--- src/core/drcm_pkg.sv ---
// constants and types for the delayed read completion matcher
package drcm_pkg;
   localparam int ADDR_W = 32;
   localparam int DATA_W = 32;
   localparam int CMD_W  = 4;
   localparam int BE_W   = 4;
   localparam int TAG_W  = ADDR_W + CMD_W + BE_W;
   localparam logic [DATA_W-1:0] DATA_RST = 32'h0000_0000;
   localparam logic [TAG_W-1:0]  TAG_RST  = 40'h00_0000_0000;

   // answer codes on the near side
   localparam logic [1:0] ANS_NONE  = 2'h0;
   localparam logic [1:0] ANS_RETRY = 2'h1;
   localparam logic [1:0] ANS_DATA  = 2'h2;

   // one entry state: free, fetch pending, completion held
   typedef enum logic [2:0] {
      DRCM_FREE  = 3'h1,
      DRCM_FETCH = 3'h2,
      DRCM_HELD  = 3'h4
   } drcm_state_t;
endpackage

--- src/core/drcm_match.sv ---
// request tag comparator for one delayed entry
module drcm_match (
   // compared fields
   input  wire logic [drcm_pkg::TAG_W-1:0] req_tag,
   input  wire logic [drcm_pkg::TAG_W-1:0] held_tag,
   // result
   output logic                            hit
);
   // address, command and byte enables must all agree
   assign hit = (req_tag == held_tag);
endmodule

--- src/core/drcm_top.sv ---
// delayed read completion matcher, target side of a bridge
// Overview of operation
// - a read claims the held entry only on equal address, command, enables.
// - a first read attempt is retried and queued as a delayed request.
// - fetched data is kept with its request until a matching read retries.
// - a memory write is posted while held and leaves the held data alone.
// - any master whose read matches gets the completion, not only its owner.
// - an I/O controller with delayed termination acts as this logic does.
module drcm_top (
   // clock and reset
   input  wire logic                          MCLK,
   input  wire logic                          RSTN,
   // near-side read request, one-cycle strobe
   input  wire logic                          RD_REQ,
   input  wire logic [drcm_pkg::ADDR_W-1:0]   RD_ADDR,
   input  wire logic [drcm_pkg::CMD_W-1:0]    RD_CMD,
   input  wire logic [drcm_pkg::BE_W-1:0]     RD_BE,
   // near-side posted write, one-cycle strobe
   input  wire logic                          WR_REQ,
   input  wire logic [drcm_pkg::ADDR_W-1:0]   WR_ADDR,
   input  wire logic [drcm_pkg::DATA_W-1:0]   WR_DATA,
   input  wire logic [drcm_pkg::BE_W-1:0]     WR_BE,
   // near-side answer
   output logic [1:0]                         RD_ANS,
   output logic [drcm_pkg::DATA_W-1:0]        RD_DATA,
   output logic                               WR_ACK,
   // far-side fetch request
   output logic                               FAR_RD_REQ,
   output logic [drcm_pkg::ADDR_W-1:0]        FAR_RD_ADDR,
   output logic [drcm_pkg::CMD_W-1:0]         FAR_RD_CMD,
   output logic [drcm_pkg::BE_W-1:0]          FAR_RD_BE,
   input  wire logic                          FAR_RD_DONE,
   input  wire logic [drcm_pkg::DATA_W-1:0]   FAR_RD_DATA,
   // far-side posted write
   output logic                               FAR_WR_REQ,
   output logic [drcm_pkg::ADDR_W-1:0]        FAR_WR_ADDR,
   output logic [drcm_pkg::DATA_W-1:0]        FAR_WR_DATA,
   output logic [drcm_pkg::BE_W-1:0]          FAR_WR_BE,
   // entry status
   output logic                               ENTRY_HELD
);
   drcm_pkg::drcm_state_t             state, next_state;
   logic [drcm_pkg::TAG_W-1:0]        tag, next_tag;
   logic [drcm_pkg::DATA_W-1:0]       data, next_data;
   logic [1:0]                        ans, next_ans;
   logic [drcm_pkg::DATA_W-1:0]       rdata, next_rdata;
   logic                              far_req, next_far_req;
   logic                              held, next_held;
   logic                              wreq, next_wreq;
   logic [drcm_pkg::ADDR_W-1:0]       waddr, next_waddr;
   logic [drcm_pkg::DATA_W-1:0]       wdata, next_wdata;
   logic [drcm_pkg::BE_W-1:0]         wbe, next_wbe;
   logic [drcm_pkg::TAG_W-1:0]        req_tag;
   logic                              hit;

   assign req_tag = {RD_ADDR, RD_CMD, RD_BE};

   // field comparison of request against queued entry
   drcm_match u_match (
      .req_tag  (req_tag),
      .held_tag (tag),
      .hit      (hit)
   );

   // delayed entry and answer next values
   always_comb begin
      next_state   = state;
      next_tag     = tag;
      next_data    = data;
      next_ans     = drcm_pkg::ANS_NONE;
      next_rdata   = rdata;
      next_far_req = 1'h0;
      case (state)
         drcm_pkg::DRCM_FREE: begin
            if (RD_REQ) begin
               next_ans     = drcm_pkg::ANS_RETRY;
               next_tag     = req_tag;
               next_far_req = 1'h1;
               next_state   = drcm_pkg::DRCM_FETCH;
            end
         end
         drcm_pkg::DRCM_FETCH: begin
            if (RD_REQ) begin
               next_ans = drcm_pkg::ANS_RETRY;
            end
            if (FAR_RD_DONE) begin
               next_data  = FAR_RD_DATA;
               next_state = drcm_pkg::DRCM_HELD;
            end
         end
         drcm_pkg::DRCM_HELD: begin
            if (RD_REQ && hit) begin
               next_ans   = drcm_pkg::ANS_DATA;
               next_rdata = data;
               next_state = drcm_pkg::DRCM_FREE;
            end else if (RD_REQ) begin
               next_ans = drcm_pkg::ANS_RETRY;
            end
         end
         default: begin
            next_state = drcm_pkg::DRCM_FREE;
         end
      endcase
      // status flag registered so the pin comes from a flop
      next_held = (next_state == drcm_pkg::DRCM_HELD);
   end

   // delayed entry registers
   always_ff @(posedge MCLK) begin
      if (!RSTN) begin
         state   <= drcm_pkg::DRCM_FREE;
         tag     <= drcm_pkg::TAG_RST;
         data    <= drcm_pkg::DATA_RST;
         ans     <= drcm_pkg::ANS_NONE;
         rdata   <= drcm_pkg::DATA_RST;
         far_req <= 1'h0;
         held    <= 1'h0;
      end else begin
         state   <= next_state;
         tag     <= next_tag;
         data    <= next_data;
         ans     <= next_ans;
         rdata   <= next_rdata;
         far_req <= next_far_req;
         held    <= next_held;
      end
   end

   // posted write path, never touches held data
   always_comb begin
      next_wreq  = WR_REQ;
      next_waddr = WR_REQ ? WR_ADDR : waddr;
      next_wdata = WR_REQ ? WR_DATA : wdata;
      next_wbe   = WR_REQ ? WR_BE : wbe;
   end

   // posted write registers
   always_ff @(posedge MCLK) begin
      if (!RSTN) begin
         wreq  <= 1'h0;
         waddr <= '0;
         wdata <= drcm_pkg::DATA_RST;
         wbe   <= '0;
      end else begin
         wreq  <= next_wreq;
         waddr <= next_waddr;
         wdata <= next_wdata;
         wbe   <= next_wbe;
      end
   end

   // outputs straight from flip-flops
   assign RD_ANS      = ans;
   assign RD_DATA     = rdata;
   assign WR_ACK      = wreq;
   assign FAR_RD_REQ  = far_req;
   assign FAR_RD_ADDR = tag[drcm_pkg::TAG_W-1 -: drcm_pkg::ADDR_W];
   assign FAR_RD_CMD  = tag[drcm_pkg::BE_W +: drcm_pkg::CMD_W];
   assign FAR_RD_BE   = tag[drcm_pkg::BE_W-1:0];
   assign FAR_WR_REQ  = wreq;
   assign FAR_WR_ADDR = waddr;
   assign FAR_WR_DATA = wdata;
   assign FAR_WR_BE   = wbe;
   assign ENTRY_HELD  = held;

   // first read is retried and queued
   first_retry_a: assert property (@(posedge MCLK) disable iff (!RSTN)
      state == drcm_pkg::DRCM_FREE && RD_REQ |=>
      RD_ANS == drcm_pkg::ANS_RETRY && FAR_RD_REQ)
      else $error("first read not retried and queued");

   // data only for a matching read
   match_only_a: assert property (@(posedge MCLK) disable iff (!RSTN)
      RD_ANS == drcm_pkg::ANS_DATA |->
      $past(state) == drcm_pkg::DRCM_HELD && $past(hit))
      else $error("data given without full match");

   // matching retry gets held data
   held_deliver_a: assert property (@(posedge MCLK) disable iff (!RSTN)
      state == drcm_pkg::DRCM_HELD && RD_REQ && hit |=>
      RD_ANS == drcm_pkg::ANS_DATA && RD_DATA == $past(data))
      else $error("matching read not served");

   // fetched data captured and kept
   capture_keep_a: assert property (@(posedge MCLK) disable iff (!RSTN)
      state == drcm_pkg::DRCM_FETCH && FAR_RD_DONE |=>
      ENTRY_HELD && data == $past(FAR_RD_DATA))
      else $error("fetched data not held");

   // writes leave the held snapshot alone
   write_stale_a: assert property (@(posedge MCLK) disable iff (!RSTN)
      state == drcm_pkg::DRCM_HELD && WR_REQ && !RD_REQ |=>
      data == $past(data) && WR_ACK)
      else $error("held data changed by write");

   // delivery frees the entry
   free_after_a: assert property (@(posedge MCLK) disable iff (!RSTN)
      RD_ANS == drcm_pkg::ANS_DATA |-> state == drcm_pkg::DRCM_FREE)
      else $error("entry not freed after delivery");

   // same tag while fetching stays retried
   fetch_retry_a: assert property (@(posedge MCLK) disable iff (!RSTN)
      state == drcm_pkg::DRCM_FETCH && RD_REQ |=>
      RD_ANS == drcm_pkg::ANS_RETRY)
      else $error("read during fetch not retried");

   // mismatching read is retried
   miss_retry_a: assert property (@(posedge MCLK) disable iff (!RSTN)
      state == drcm_pkg::DRCM_HELD && RD_REQ && !hit |=>
      RD_ANS == drcm_pkg::ANS_RETRY && ENTRY_HELD)
      else $error("mismatch not retried");

   // main scenarios
   queue_c: cover property (@(posedge MCLK) disable iff (!RSTN)
      FAR_RD_REQ);
   write_held_c: cover property (@(posedge MCLK) disable iff (!RSTN)
      ENTRY_HELD && WR_REQ);
   deliver_c: cover property (@(posedge MCLK) disable iff (!RSTN)
      RD_ANS == drcm_pkg::ANS_DATA);
   busy_c: cover property (@(posedge MCLK) disable iff (!RSTN)
      state == drcm_pkg::DRCM_FETCH && RD_REQ);
endmodule

--- config.mk ---
export PLATFORM = sky130hd
export DESIGN_NAME = drcm_top
export DESIGN_NICKNAME = d
export VERILOG_FILES = /design/src/core/drcm_pkg.sv /design/src/core/drcm_match.sv /design/src/core/drcm_top.sv
export SDC_FILE = /design/constraint.sdc
export NUM_CORES = 1
export LEC_CHECK = 0
export ABC_AREA = 1
export BUFFER_PORTS_ARGS = -buffer_cell sky130_fd_sc_hd__buf_2
export CAP_MARGIN = 40
export CORE_MARGIN = 5
export CORE_UTILIZATION = 25
export DETAILED_ROUTE_END_ITERATION = 7
export HOLD_SLACK_MARGIN = 0.1
export MAX_ROUTING_LAYER = met4
export PLACE_DENSITY = 0.45
export SYNTH_ARGS = -nofsm -noshare
export SYNTH_HDL_FRONTEND = slang
export SYNTH_SLANG_ARGS = --single-unit
--- constraint.sdc ---
create_clock -name MCLK -period 3.4 [get_ports MCLK]
set_clock_uncertainty 0.1 [all_clocks]
set_input_delay 0.17 -clock MCLK [delete_from_list [all_inputs] [get_ports MCLK]]
set_output_delay 0.17 -clock MCLK [all_outputs]
set_load 0.05 [all_outputs]
Word level (Yosys, flattened, before mapping)
Cells that the tools add are included.
- flip-flop bits (word level): 180
- input bits: 145
- output and inout port bits: 146
- logic and storage cells: 30
- equality and inequality tests: 5
- multiplexer cells: 8
- reduce and logical (&&, ||, !) cells: 6
- operators with widths (operator ; count):
    $eq A40 B40 Y1 ; 1
    $mux W3 ; 3
    $pmux W3 S3 ; 1
    $reduce_and A2 Y1 ; 4
    $eq A3 B3 Y1 const B ; 2
    $pmux W2 S2 ; 1
    $eq A3 B1 Y1 const B ; 1
    $eq A3 B2 Y1 const B ; 1
    $mux W1 ; 2
    $mux W2 ; 1
    $reduce_or A2 Y1 ; 1
    $logic_and A1 B1 Y1 ; 1

Depth between registers and ports, before layout
Gate-level depths: netlist of run 1.
- depth in word-level cells: 5
- gate-level depth with buffers: 13
- depth with buffers taken out: 12

Hierarchy
From an unflattened synthesis of run 1, not the netlist that was laid out.
- cell total of the unflattened synthesis: 1176
- area total of the unflattened synthesis: 7807.5 um^2
- modules (own cells, without submodules) (module ; times used ; cells each ; area an instance (um^2) ; seq. area each (um^2)):
    drcm_top ; 1 ; 1012 ; 7101.8 ; 3603.5
    drcm_match ; 1 ; 164 ; 705.7 ; 0.0

Worst setup path after synthesis of run 1
No wires, ideal clock.
- path type: reg-to-reg
- start point: reg tag[18] in the netlist's numbering
- end point: reg rdata (netlist bit RD_DATA[24])
- setup time: 110 ps
- data arrival time: 1744 ps
- data required time: 3190 ps
- path slack: 1446 ps
- stages on the path, launching flop included: 13
- buffers on the path: 1
- clock period less this slack: 1954 ps
- path through: dfxtp_1 -> inv_1 -> nand2_1 -> nand2_1 -> nor2_1 -> nand2_1 -> nor2_2 -> nand3_1 -> nor2_2 -> buf_6 -> nand4_1 -> nand2_1 -> nor2_1
- cells in the longest elaborated chain, start to end: 3
- RTL lines (element ; RTL line ; RTL):
    from (decl) ; drcm_top.sv:43 ; logic [drcm_pkg::TAG_W-1:0] tag, next_tag;
    from (signal assigned) ; drcm_top.sv:112 ; tag <= drcm_pkg::TAG_RST;
    from (signal assigned) ; drcm_top.sv:120 ; tag <= next_tag;
    $eq A40 B40 Y1 ; drcm_match.sv:10 ; assign hit = (req_tag == held_tag);
    $logic_and A1 B1 Y1 ; drcm_top.sv:92 ; if (RD_REQ && hit) begin
    $reduce_and A2 Y1 (no line) ; - ;
    to (signal assigned) ; drcm_top.sv:115 ; rdata <= drcm_pkg::DATA_RST;
    to (signal assigned) ; drcm_top.sv:123 ; rdata <= next_rdata;
    to (decl) ; drcm_top.sv:46 ; logic [drcm_pkg::DATA_W-1:0] rdata, next_rdata;
Every way passes these cells.
A chain may end at the register's enable or synchronous reset.

Final worst setup path of run 1
- start point: in RD_CMD[3] in the netlist's numbering
- end point: reg rdata (netlist bit RD_DATA[20])
- cells in the longest elaborated chain, start to end: 3
- RTL lines (element ; RTL line ; RTL):
    from (decl) ; drcm_top.sv:16 ; input wire logic [drcm_pkg::CMD_W-1:0] RD_CMD,
    $eq A40 B40 Y1 ; drcm_match.sv:10 ;
    $logic_and A1 B1 Y1 ; drcm_top.sv:92 ;
    $reduce_and A2 Y1 (no line) ; - ;
Every way passes these cells.

==> flow_metrics.py, run 1 <==
metrics = {
    "status": {
        "outcome": "finished clean",
    },
    "route": {
        "drt_iter0_markers": 311,
        "wl_per_cell_um": 14.0,
        "wl_mm": 26.1,
        "first_pass_iters": 4,
        "routed_via_density": 4.21,
        "antenna_left": 0,
        "drc_errors": 0,
        "vias": 7837,
    },
    "sta": {
        "layout_min_cycle_time_ns": 2.42,
        "slew_violations": 0,
        "setup_slack_ns": 0.976,
        "fin_crit_sh_pct": 71.3,
        "tightestPinTransition_ns": 0.779,
        "max_freq_ghz": 0.413,
        "rsz0062_at_grt": "false",
        "setup_tns_ns": 0,
        "finalSetupViolCount": 0,
        "slew_headroom_pct": 48.0,
        "fin_hold_ws_ns": 0.185,
        "final_hold_viol_count": 0,
    },
    "cts": {
        "post_cts_buffers": 0,
        "cts_root_buffer": "clkbuf_16",
        "h-tree-depth": 4,
        "cts-resized-gates": 0,
        "cts_tree": "done",
        "cts_hold_buf": 142,
        "clkLatencyLatePin_ns": 0.43,
        "clkTransAtPathRegs_ns": 0.08,
        "cts_inserted_buffers": 17,
        "clkSinkCount": 180,
        "clock_path_buffers": 2,
    },
    "setup_path": {
        "slowest_delay_ns": 0.63,
        "start_kind": "input pin",
        "worstReg2RegStart": "tag[7]$_SDFFE_PN0P_",
        "path_class": "input pin to register",
        "required_ns": 3.67,
        "reg2reg_slack_ns": 1.07,
        "crit_fanout": 34,
        "path_cells": "dlygate4sd3_1 > buf_2 > xnor2_1 > nand2_1 > nor2_1 > nand2_1 > nor2_1 > nand4_4 > nand2_1 > inv_1 > nor2_1",
        "arrival_ns": 2.69,
        "cp-end-kind": "register",
        "rr_endpoint": "RD_DATA[20]$_SDFFE_PN0P_",
        "cp_slowest_cell": "nand4_4",
        "r2r_cells": 9,
    },
    "logic_synthesis": {
        "synthTopCellsByArea": "dfxtp_1 48%, nor2_1 12%, o21ai_0 9.4%",
        "async_flop_share_pct": 0,
        "ys_ff_latch": 180,
        "synthesis.nets": 1203,
        "synth_area_um2": 7490,
        "ys_seq_area_share_pct": 48.1,
        "syn-instance-count": 1058,
        "syn_area_per_cell_um2": 7.08,
        "yosys_warnings": 0,
        "synth.top_cell.area_share_pct": 48.1,
        "synth_edf_count": 0,
        "ys.flop_type": "dfxtp_1",
        "yosys.area.top_type": "dfxtp_1",
        "synth.distinct_cells": 22,
    },
    "floorplanning": {
        "rows": 63,
        "die-height_um": 183,
        "chipWidth_um": 183,
        "core_area_um2": 29600,
        "start_util_pct": 25.3,
        "dieArea_um2": 33500,
        "ioPinCount": 291,
    },
    "layout": {
        "fill_cells": 3102,
        "finalNonFillerCells": 1863,
        "nets": 1604,
        "ff_latch_area_um2": 3600,
        "drive_gt1_share_pct": 24.7,
        "postLayoutCellArea_um2": 11200,
        "multiInputGateArea_um2": 3000,
        "utilization_pct": 37.9,
        "synthToLayoutAreaGrowth_pct": 50.0,
    },
    "global_route": {
        "grt_start_max_net_pins": 76,
        "gr-usage-all-layers_pct": 15.8,
        "grt_pass1_vias": 7812,
        "grt_pass1_wl_mm": 41.2,
        "antenna_found_initial": 1,
        "grt_overflow": 0,
    },
    "placed_design": {
        "buffer_ports.inserted": 290,
        "pre_cts_slack_ns": 0.978,
        "placed_area_um2": 9240,
        "place_congestion": 0.734,
        "dp_hpwl_mm": 17.8,
        "dp_cells": 1688,
    },
    "run": {
        "drv_cap": 0,
    },
    "power": {
        "netSwitchingPower_mw": 1.84,
        "p_total_mw": 5.43,
        "power.share.sequential_pct": 42.5,
        "p_int_mw": 3.58,
        "p_comb_share_pct": 21.5,
        "switching_share_pct": 34.0,
        "ir_drop_v": 0.000268,
        "p_leak_nw": 5.44,
        "powerDensity_nw_per_um2": 483,
        "power_frac_clock_pct": 36.0,
    },
    "hold_path": {
        "hold_depth": 5,
        "min_to": "FAR_WR_DATA[29]$_SDFFE_PN0P_",
        "hp-class": "input pin to register",
        "hp-start": "WR_REQ",
    },
}
[metal layers]
| layer | vias to the layer above | global-route usage, % | wire (um) |
|---|---|---|---|
| met4 | 0 | 4.23 | 379 |
| met2 | 253 | 24.2 | 11500 |
| met1 | 3501 | 20.5 | 12400 |
| met5 | - | - | 0 |
| met3 | 27 | 4.36 | 1830 |
| li1 | 4056 | - | - |
[sequential cells by signal, summed over array words and instances, names as in the netlist]
name / flops
ENTRY_HELD: 1
FAR_RD_REQ: 1
FAR_WR_ADDR: 32
FAR_WR_BE: 4
FAR_WR_DATA: 32
FAR_WR_REQ: 1
RD_ANS: 2
RD_DATA: 32
data: 32
state: 3
tag: 40
[worst max path at each step]
| stage | startpoint | end | slack, ns | cells after the start |
|---|---|---|---|---|
| after floorplan | tag[18]$_SDFFE_PN0P_ | RD_DATA[24]$_SDFFE_PN0P_ | 1.45 | 12 |
| after detailed placement | tag[7]$_SDFFE_PN0P_ | RD_DATA[13]$_SDFFE_PN0P_ | 0.98 | 9 |
| after global placement | tag[7]$_SDFFE_PN0P_ | RD_DATA[21]$_SDFFE_PN0P_ | 0.94 | 9 |
| after CTS | RD_CMD[3] | RD_DATA[13]$_SDFFE_PN0P_ | 0.89 | 11 |
| final | RD_CMD[3] | RD_DATA[20]$_SDFFE_PN0P_ | 0.98 | 11 |
| after global routing | RD_CMD[3] | RD_DATA[16]$_SDFFE_PN0P_ | 0.75 | 11 |
[cell usage after synthesis (2+ instances only)]
library cell,count
nor2_1,230
dfxtp_1,180
inv_1,155
nand2_1,143
o21ai_0,140
a21oi_1,57
clkbuf_1,40
nand4_1,34
nand2_2,18
buf_2,15
xnor2_1,15
buf_6,6
xor2_1,6
nor2_2,5
inv_2,3
nand3_1,3
clkinv_1,2
nor3_1,2
[power by group through the flow]
stage,Combinational [mW],Sequential (mW),Clock [mW]
6_report,1.16,2.31,1.96
2_1_floorplan,0.325,2.74,0
3_3_place_gp,1.04,2.35,0
3_5_place_dp,1.05,2.35,0
4_1_cts,1.18,2.31,2.05
5_1_grt,1.26,2.33,2.13
[cell usage in the layout (no fill, tap or decap), drive strengths merged, types with 6 or more instances in the layout]
cell type	synthesis	final
clkbuf	40	17
nand2	161	161
nor2	235	235
buf	22	302
nand4	35	35
dfxtp	180	180
inv	158	165
a21oi	57	57
o21ai	141	141
dlygate4sd3	0	142
xnor2	15	15
clkinv	2	8
xor2	6	6
[cells by family after synthesis]
logic type             synth area share (%)
XOR/XNOR                               2.46
AO/OA/AOI/OAI                          13.3
flip-flops                             48.1
AND/OR/NAND/NOR                        24.1
buffers and inverters                  12.0
[worst max-delay path, delay by kind of cell]
kind / cells / cell delay [ns]
simple gates: 7 / 1.46
buf+inv: 3 / 0.77
xor+xnor: 1 / 0.26
[layout make-up]
| cell class | instances | share of cell area [%] |
|---|---|---|
| Multi-Input combinational cell | 656 | 26.7 |
| Antenna cell | 1 | 0.0223 |
| Timing Repair Buffer | 444 | 26.5 |
| Inverter | 160 | 5.35 |
| Sequential cell | 180 | 32.1 |
| Tap cell | 390 | 4.34 |
| Clock buffer | 17 | 3.79 |
| Clock inverter | 15 | 1.26 |
Power figures use the tool's default switching activity.
==> run 2: changes to the inputs <==
clock period = 2.3 ns   (was 3.4 ns; I/O delays follow)
==> run 2 against run 1 <==
Clock power up 45%; worst hold slack worse by 0.068 ns; wire length down 1.1%; flip-flop and latch count unchanged; critical path depth is 4 lower; highest routed layer unchanged.
==> flow_metrics.py, run 2 (synthesis gave the netlist of run 1 again) <==
metrics = {
    "layout": {
        "drive_gt1_share_pct": 24.7,
        "largest_reg_flops": 40,
        "finalNonFillerCells": 1865,
        "top_register": "tag",
        "nets": 1606,
        "synthToLayoutAreaGrowth_pct": 51.0,
        "layout_commonest_cell": "buf_2",
        "fill_cells": 3153,
        "utilization_pct": 38.2,
        "layout_common_cells": "289 x buf_2, 229 x nor2_1, 180 x dfxtp_1",
        "postLayoutCellArea_um2": 11300,
    },
    "floorplanning": {
        "ioPinCount": 291,
        "core_area_um2": 29600,
        "rows": 63,
        "dieArea_um2": 33500,
        "die-height_um": 183,
        "start_util_pct": 25.3,
        "chipWidth_um": 183,
    },
    "setup_path": {
        "path_class": "register to register",
        "cp_slowest_cell": "dlygate4sd3_1",
        "path_cells": "inv_1 > nor3_2 > nand2_4 > buf_12 > o21ai_0 > dlygate4sd3_1 > a21oi_1",
        "worstReg2RegStart": "state[1]$_SDFF_PN0_",
        "cp-end-kind": "register",
        "path_delay_family": "buffers and inverters",
        "required_ns": 2.52,
        "r2r_cells": 7,
        "reg2reg_slack_ns": 0.23,
        "cp_num_buf_inv": 3,
        "crit_fanout": 46,
        "arrival_ns": 2.28,
        "slowest_delay_ns": 0.57,
        "start_kind": "register",
        "rr_endpoint": "data[14]$_SDFFE_PN0P_",
    },
    "run": {
        "drv_cap": 0,
    },
    "route": {
        "wl_per_cell_um": 13.9,
        "routed_via_density": 4.15,
        "antenna_left": 0,
        "first_pass_iters": 4,
        "drt_iter0_markers": 327,
        "drc_errors": 0,
        "wl_mm": 25.9,
        "vias": 7737,
    },
    "sta": {
        "finalSetupViolCount": 0,
        "slew_headroom_pct": 55.1,
        "max_freq_ghz": 0.484,
        "final_hold_viol_count": 0,
        "setup_slack_ns": 0.234,
        "setup_tns_ns": 0,
        "fin_hold_ws_ns": 0.117,
        "rsz0062_at_grt": "false",
        "slew_violations": 0,
        "fin_crit_sh_pct": 89.8,
        "layout_min_cycle_time_ns": 2.07,
        "tightestPinTransition_ns": 0.674,
    },
    "cts": {
        "clkTransAtPathRegs_ns": 0.08,
        "post_cts_buffers": 0,
        "cts_root_buffer": "clkbuf_16",
        "clock_path_buffers": 2,
        "cts_inserted_buffers": 17,
        "clkSinkCount": 180,
        "cts_tree": "done",
        "h-tree-depth": 4,
        "clkLatencyLatePin_ns": 0.43,
    },
    "hold_path": {
        "hp-start": "WR_REQ",
        "hold_depth": 5,
        "min_to": "FAR_WR_BE[0]$_SDFFE_PN0P_",
        "hp-class": "input pin to register",
    },
    "placed_design": {
        "placed_area_um2": 9310,
        "pre_cts_slack_ns": 0.379,
        "buffer_ports.inserted": 290,
        "dp_hpwl_mm": 17.5,
        "dp_cells": 1689,
        "place_congestion": 0.750,
    },
    "status": {
        "outcome": "finished clean",
    },
    "power": {
        "p_total_mw": 7.99,
        "p_leak_nw": 5.47,
        "ir_drop_v": 0.000492,
        "powerDensity_nw_per_um2": 706,
    },
    "global_route": {
        "gr-usage-all-layers_pct": 15.7,
        "grt_overflow": 0,
        "antenna_found_initial": 1,
        "grt_pass1_wl_mm": 41.1,
        "grt_pass1_vias": 7672,
        "grt_start_max_net_pins": 95,
    },
}
## run 2: timing repair
item,in CTS,in global routing
gates resized for setup,0,2
endpoints found under the setup margin,0,1
endpoints found under the hold margin,153,0
hold buffers,143,0
## run 2: cell type report
type	instances	area [um2]	area share, %
Antenna cell	1	2.50	0.0221
Clock buffer	20	457	4.04
Clock inverter	12	97.6	0.863
Inverter	160	601	5.31
Multi-Input combinational cell	656	3010	26.6
Sequential cell	180	3600	31.9
Tap cell	390	488	4.31
Timing Repair Buffer	446	3060	27.0
## run 2: worst max path at each step
stage | start | to | cells past startpoint
floorplan | tag[18]$_SDFFE_PN0P_ | RD_DATA[24]$_SDFFE_PN0P_ | 12
global placement | tag[15]$_SDFFE_PN0P_ | RD_DATA[19]$_SDFFE_PN0P_ | 13
detailed placement | tag[28]$_SDFFE_PN0P_ | RD_DATA[19]$_SDFFE_PN0P_ | 13
CTS | state[1]$_SDFF_PN0_ | data[14]$_SDFFE_PN0P_ | 7
global route | state[1]$_SDFF_PN0_ | data[14]$_SDFFE_PN0P_ | 7
finish | state[1]$_SDFF_PN0_ | data[14]$_SDFFE_PN0P_ | 7
## run 2: report_power, final
group          internal, mW  switching [mW]
registers              3.30           0.117
clock network          1.47            1.38
logic                 0.569            1.16
## run 2: per-layer routing
metal,GRT usage [%],wire length [um],vias to the layer above
li1,-,-,4059
met1,20.4,12300,3410
met2,24.2,11300,247
met3,4.52,1870,21
met4,4.08,382,0
met5,-,0,-
## run 2: worst register-to-register path, cell delays in order (launching register included)
cell and delay, ns:
dfxtp_1 0.34, inv_1 0.07, nor3_2 0.22, nand2_4 0.22, buf_12 0.24, o21ai_0 0.15
dlygate4sd3_1 0.57, a21oi_1 0.04
==> run 3: changes to the inputs <==
GPL_TIMING_DRIVEN = 0   (was not set)
==> run 3 against run 2 <==
Clock power is 13% higher; design area is 4.1% higher; via count is 4.5% higher; non-clock buffer count is 75 higher; setup slack worse by 0.051 ns; core utilization is 1.6 points higher; fmax is 2.4% lower; sequential share of layout area is 1.3 points lower; wire length is 9.5% higher; final cell count is 4.0% higher; register-to-register slack worse by 0.05 ns; largest cell class unchanged.
==> flow_metrics.py, run 3 (synthesis gave the netlist of run 1 again) <==
metrics = {
    "status": {
        "outcome": "finished clean",
    },
    "floorplanning": {
        "dieArea_um2": 33500,
        "core_area_um2": 29600,
        "start_util_pct": 25.3,
        "chipWidth_um": 183,
        "ioPinCount": 291,
        "die-height_um": 183,
        "rows": 63,
    },
    "cts": {
        "h-tree-depth": 4,
        "cts_root_buffer": "clkbuf_16",
        "clkSinkCount": 180,
        "clkTransAtPathRegs_ns": 0.08,
        "cts_inserted_buffers": 17,
        "cts_tree": "done",
        "clock_path_buffers": 2,
        "clkLatencyLatePin_ns": 0.44,
    },
    "power": {
        "ir_drop_v": 0.000385,
        "p_total_mw": 8.43,
        "p_leak_nw": 5.69,
        "powerDensity_nw_per_um2": 715,
    },
    "setup_path": {
        "slowest_delay_ns": 0.55,
        "cp-end-kind": "register",
        "arrival_ns": 2.34,
        "cp_num_buf_inv": 4,
        "required_ns": 2.52,
        "path_class": "register to register",
        "path_cells": "inv_1 > nor3_1 > nand2_1 > clkbuf_2 > buf_2 > o21ai_0 > a21oi_1 > dlygate4sd3_1",
        "start_kind": "register",
        "path_delay_family": "buffers and inverters",
        "cp_slowest_cell": "dlygate4sd3_1",
        "crit_fanout": 10,
    },
    "placed_design": {
        "buffer_ports.inserted": 288,
        "placed_area_um2": 9430,
        "dp_hpwl_mm": 20.9,
        "place_congestion": 0.812,
    },
    "layout": {
        "largest_reg_flops": 40,
        "drive_gt1_share_pct": 24.3,
        "postLayoutCellArea_um2": 11800,
        "fill_cells": 3207,
        "top_register": "tag",
        "synthToLayoutAreaGrowth_pct": 57.3,
        "layout_commonest_cell": "buf_2",
        "layout_common_cells": "304 x buf_2, 230 x nor2_1, 180 x dfxtp_1",
        "nets": 1681,
    },
    "global_route": {
        "antenna_found_initial": 1,
        "grt_overflow": 0,
        "grt_pass1_vias": 8304,
        "grtUsageMet1_pct": 21.2,
        "grt_use_met2_pct": 28.0,
        "grt_pass1_wl_mm": 44.6,
        "use_met3_pct": 4.52,
        "grt_start_max_net_pins": 17,
        "gr-usage-all-layers_pct": 17.3,
        "busiest_layer": "met2",
    },
    "run": {
        "drv_cap": 0,
    },
    "hold_path": {
        "hp-class": "input pin to register",
    },
    "route": {
        "drt_iter0_markers": 366,
        "routed_via_density": 4.17,
        "antenna_left": 0,
        "wl_mm": 28.3,
        "first_pass_iters": 4,
        "drc_errors": 0,
        "wl_per_cell_um": 14.6,
        "vias": 8086,
    },
    "sta": {
        "slew_headroom_pct": 56.0,
        "finalSetupViolCount": 0,
        "slew_violations": 0,
        "fin_crit_sh_pct": 92.0,
        "layout_min_cycle_time_ns": 2.12,
        "max_freq_ghz": 0.472,
        "tightestPinTransition_ns": 0.661,
        "final_hold_viol_count": 0,
        "fin_hold_ws_ns": 0.106,
    },
}
run 3: layout make-up:
type	count	area [um2]	area share, %
plain buffers	62	305	2.59
well taps	390	488	4.14
flip-flops and latches	180	3600	30.6
diodes	1	2.50	0.0212
clock buffers	21	470	3.99
multi-input cells	656	3000	25.5
repair buffers	459	3150	26.7
inverters	160	601	5.10
clock inverters	11	161	1.37
run 3: where the power goes:
| part | internal, mW | switching (mW) |
|---|---|---|
| Clock | 1.83 | 1.38 |
| Combinational | 0.602 | 1.19 |
| Sequential | 3.30 | 0.124 |
run 3: path summary, 6_finish.rpt:
path	startpoint	end	slack (ns)	cells past startpoint
worst max-delay path	state[1]$_SDFF_PN0_	data[29]$_SDFFE_PN0P_	0.18	8
worst min register to register	data[15]$_SDFFE_PN0P_	data[15]$_SDFFE_PN0P_	0.35	2
worst min-delay path	RSTN	tag[33]$_SDFFE_PN0P_	0.11	3
worst max register to register	state[1]$_SDFF_PN0_	data[29]$_SDFFE_PN0P_	0.18	8
run 3: repair_timing:
item / 4_1_cts / 5_1_grt
gates resized for setup: 1 / 11
hold buffers: 168 / 0
hold endpoints to repair: 146 / 0
pin swaps: 0 / 1
setup endpoints to repair: 9 / 45
buffers inserted: 0 / 2
run 3: per-stage QoR:
step,cells,setup WS (ns),TNS [ns],utilization (%)
global placement,1736,0.00878,0,31.8
floorplan,1058,0.346,0,-
detailed placement,1737,-0.000201,-0.000201,31.8
CTS,1937,0.0160,0,39.6
finish,1940,0.183,0,39.7
global route,1940,-0.000563,-0.000563,39.7
run 3: layer usage:
| metal | wire length, um | share of wire, % |
|---|---|---|
| met5 | 0 | 0 |
| met4 | 528 | 1.9 |
| met3 | 1830 | 6.5 |
| met2 | 13100 | 46 |
| met1 | 12800 | 45 |
run 3: worst register-to-register path: stages (launching register included):
cell	delay, ns
dfxtp_1	0.33
inv_1	0.05
nor3_1	0.20
nand2_1	0.13
clkbuf_2	0.21
buf_2	0.23
o21ai_0	0.16
a21oi_1	0.05
dlygate4sd3_1	0.55
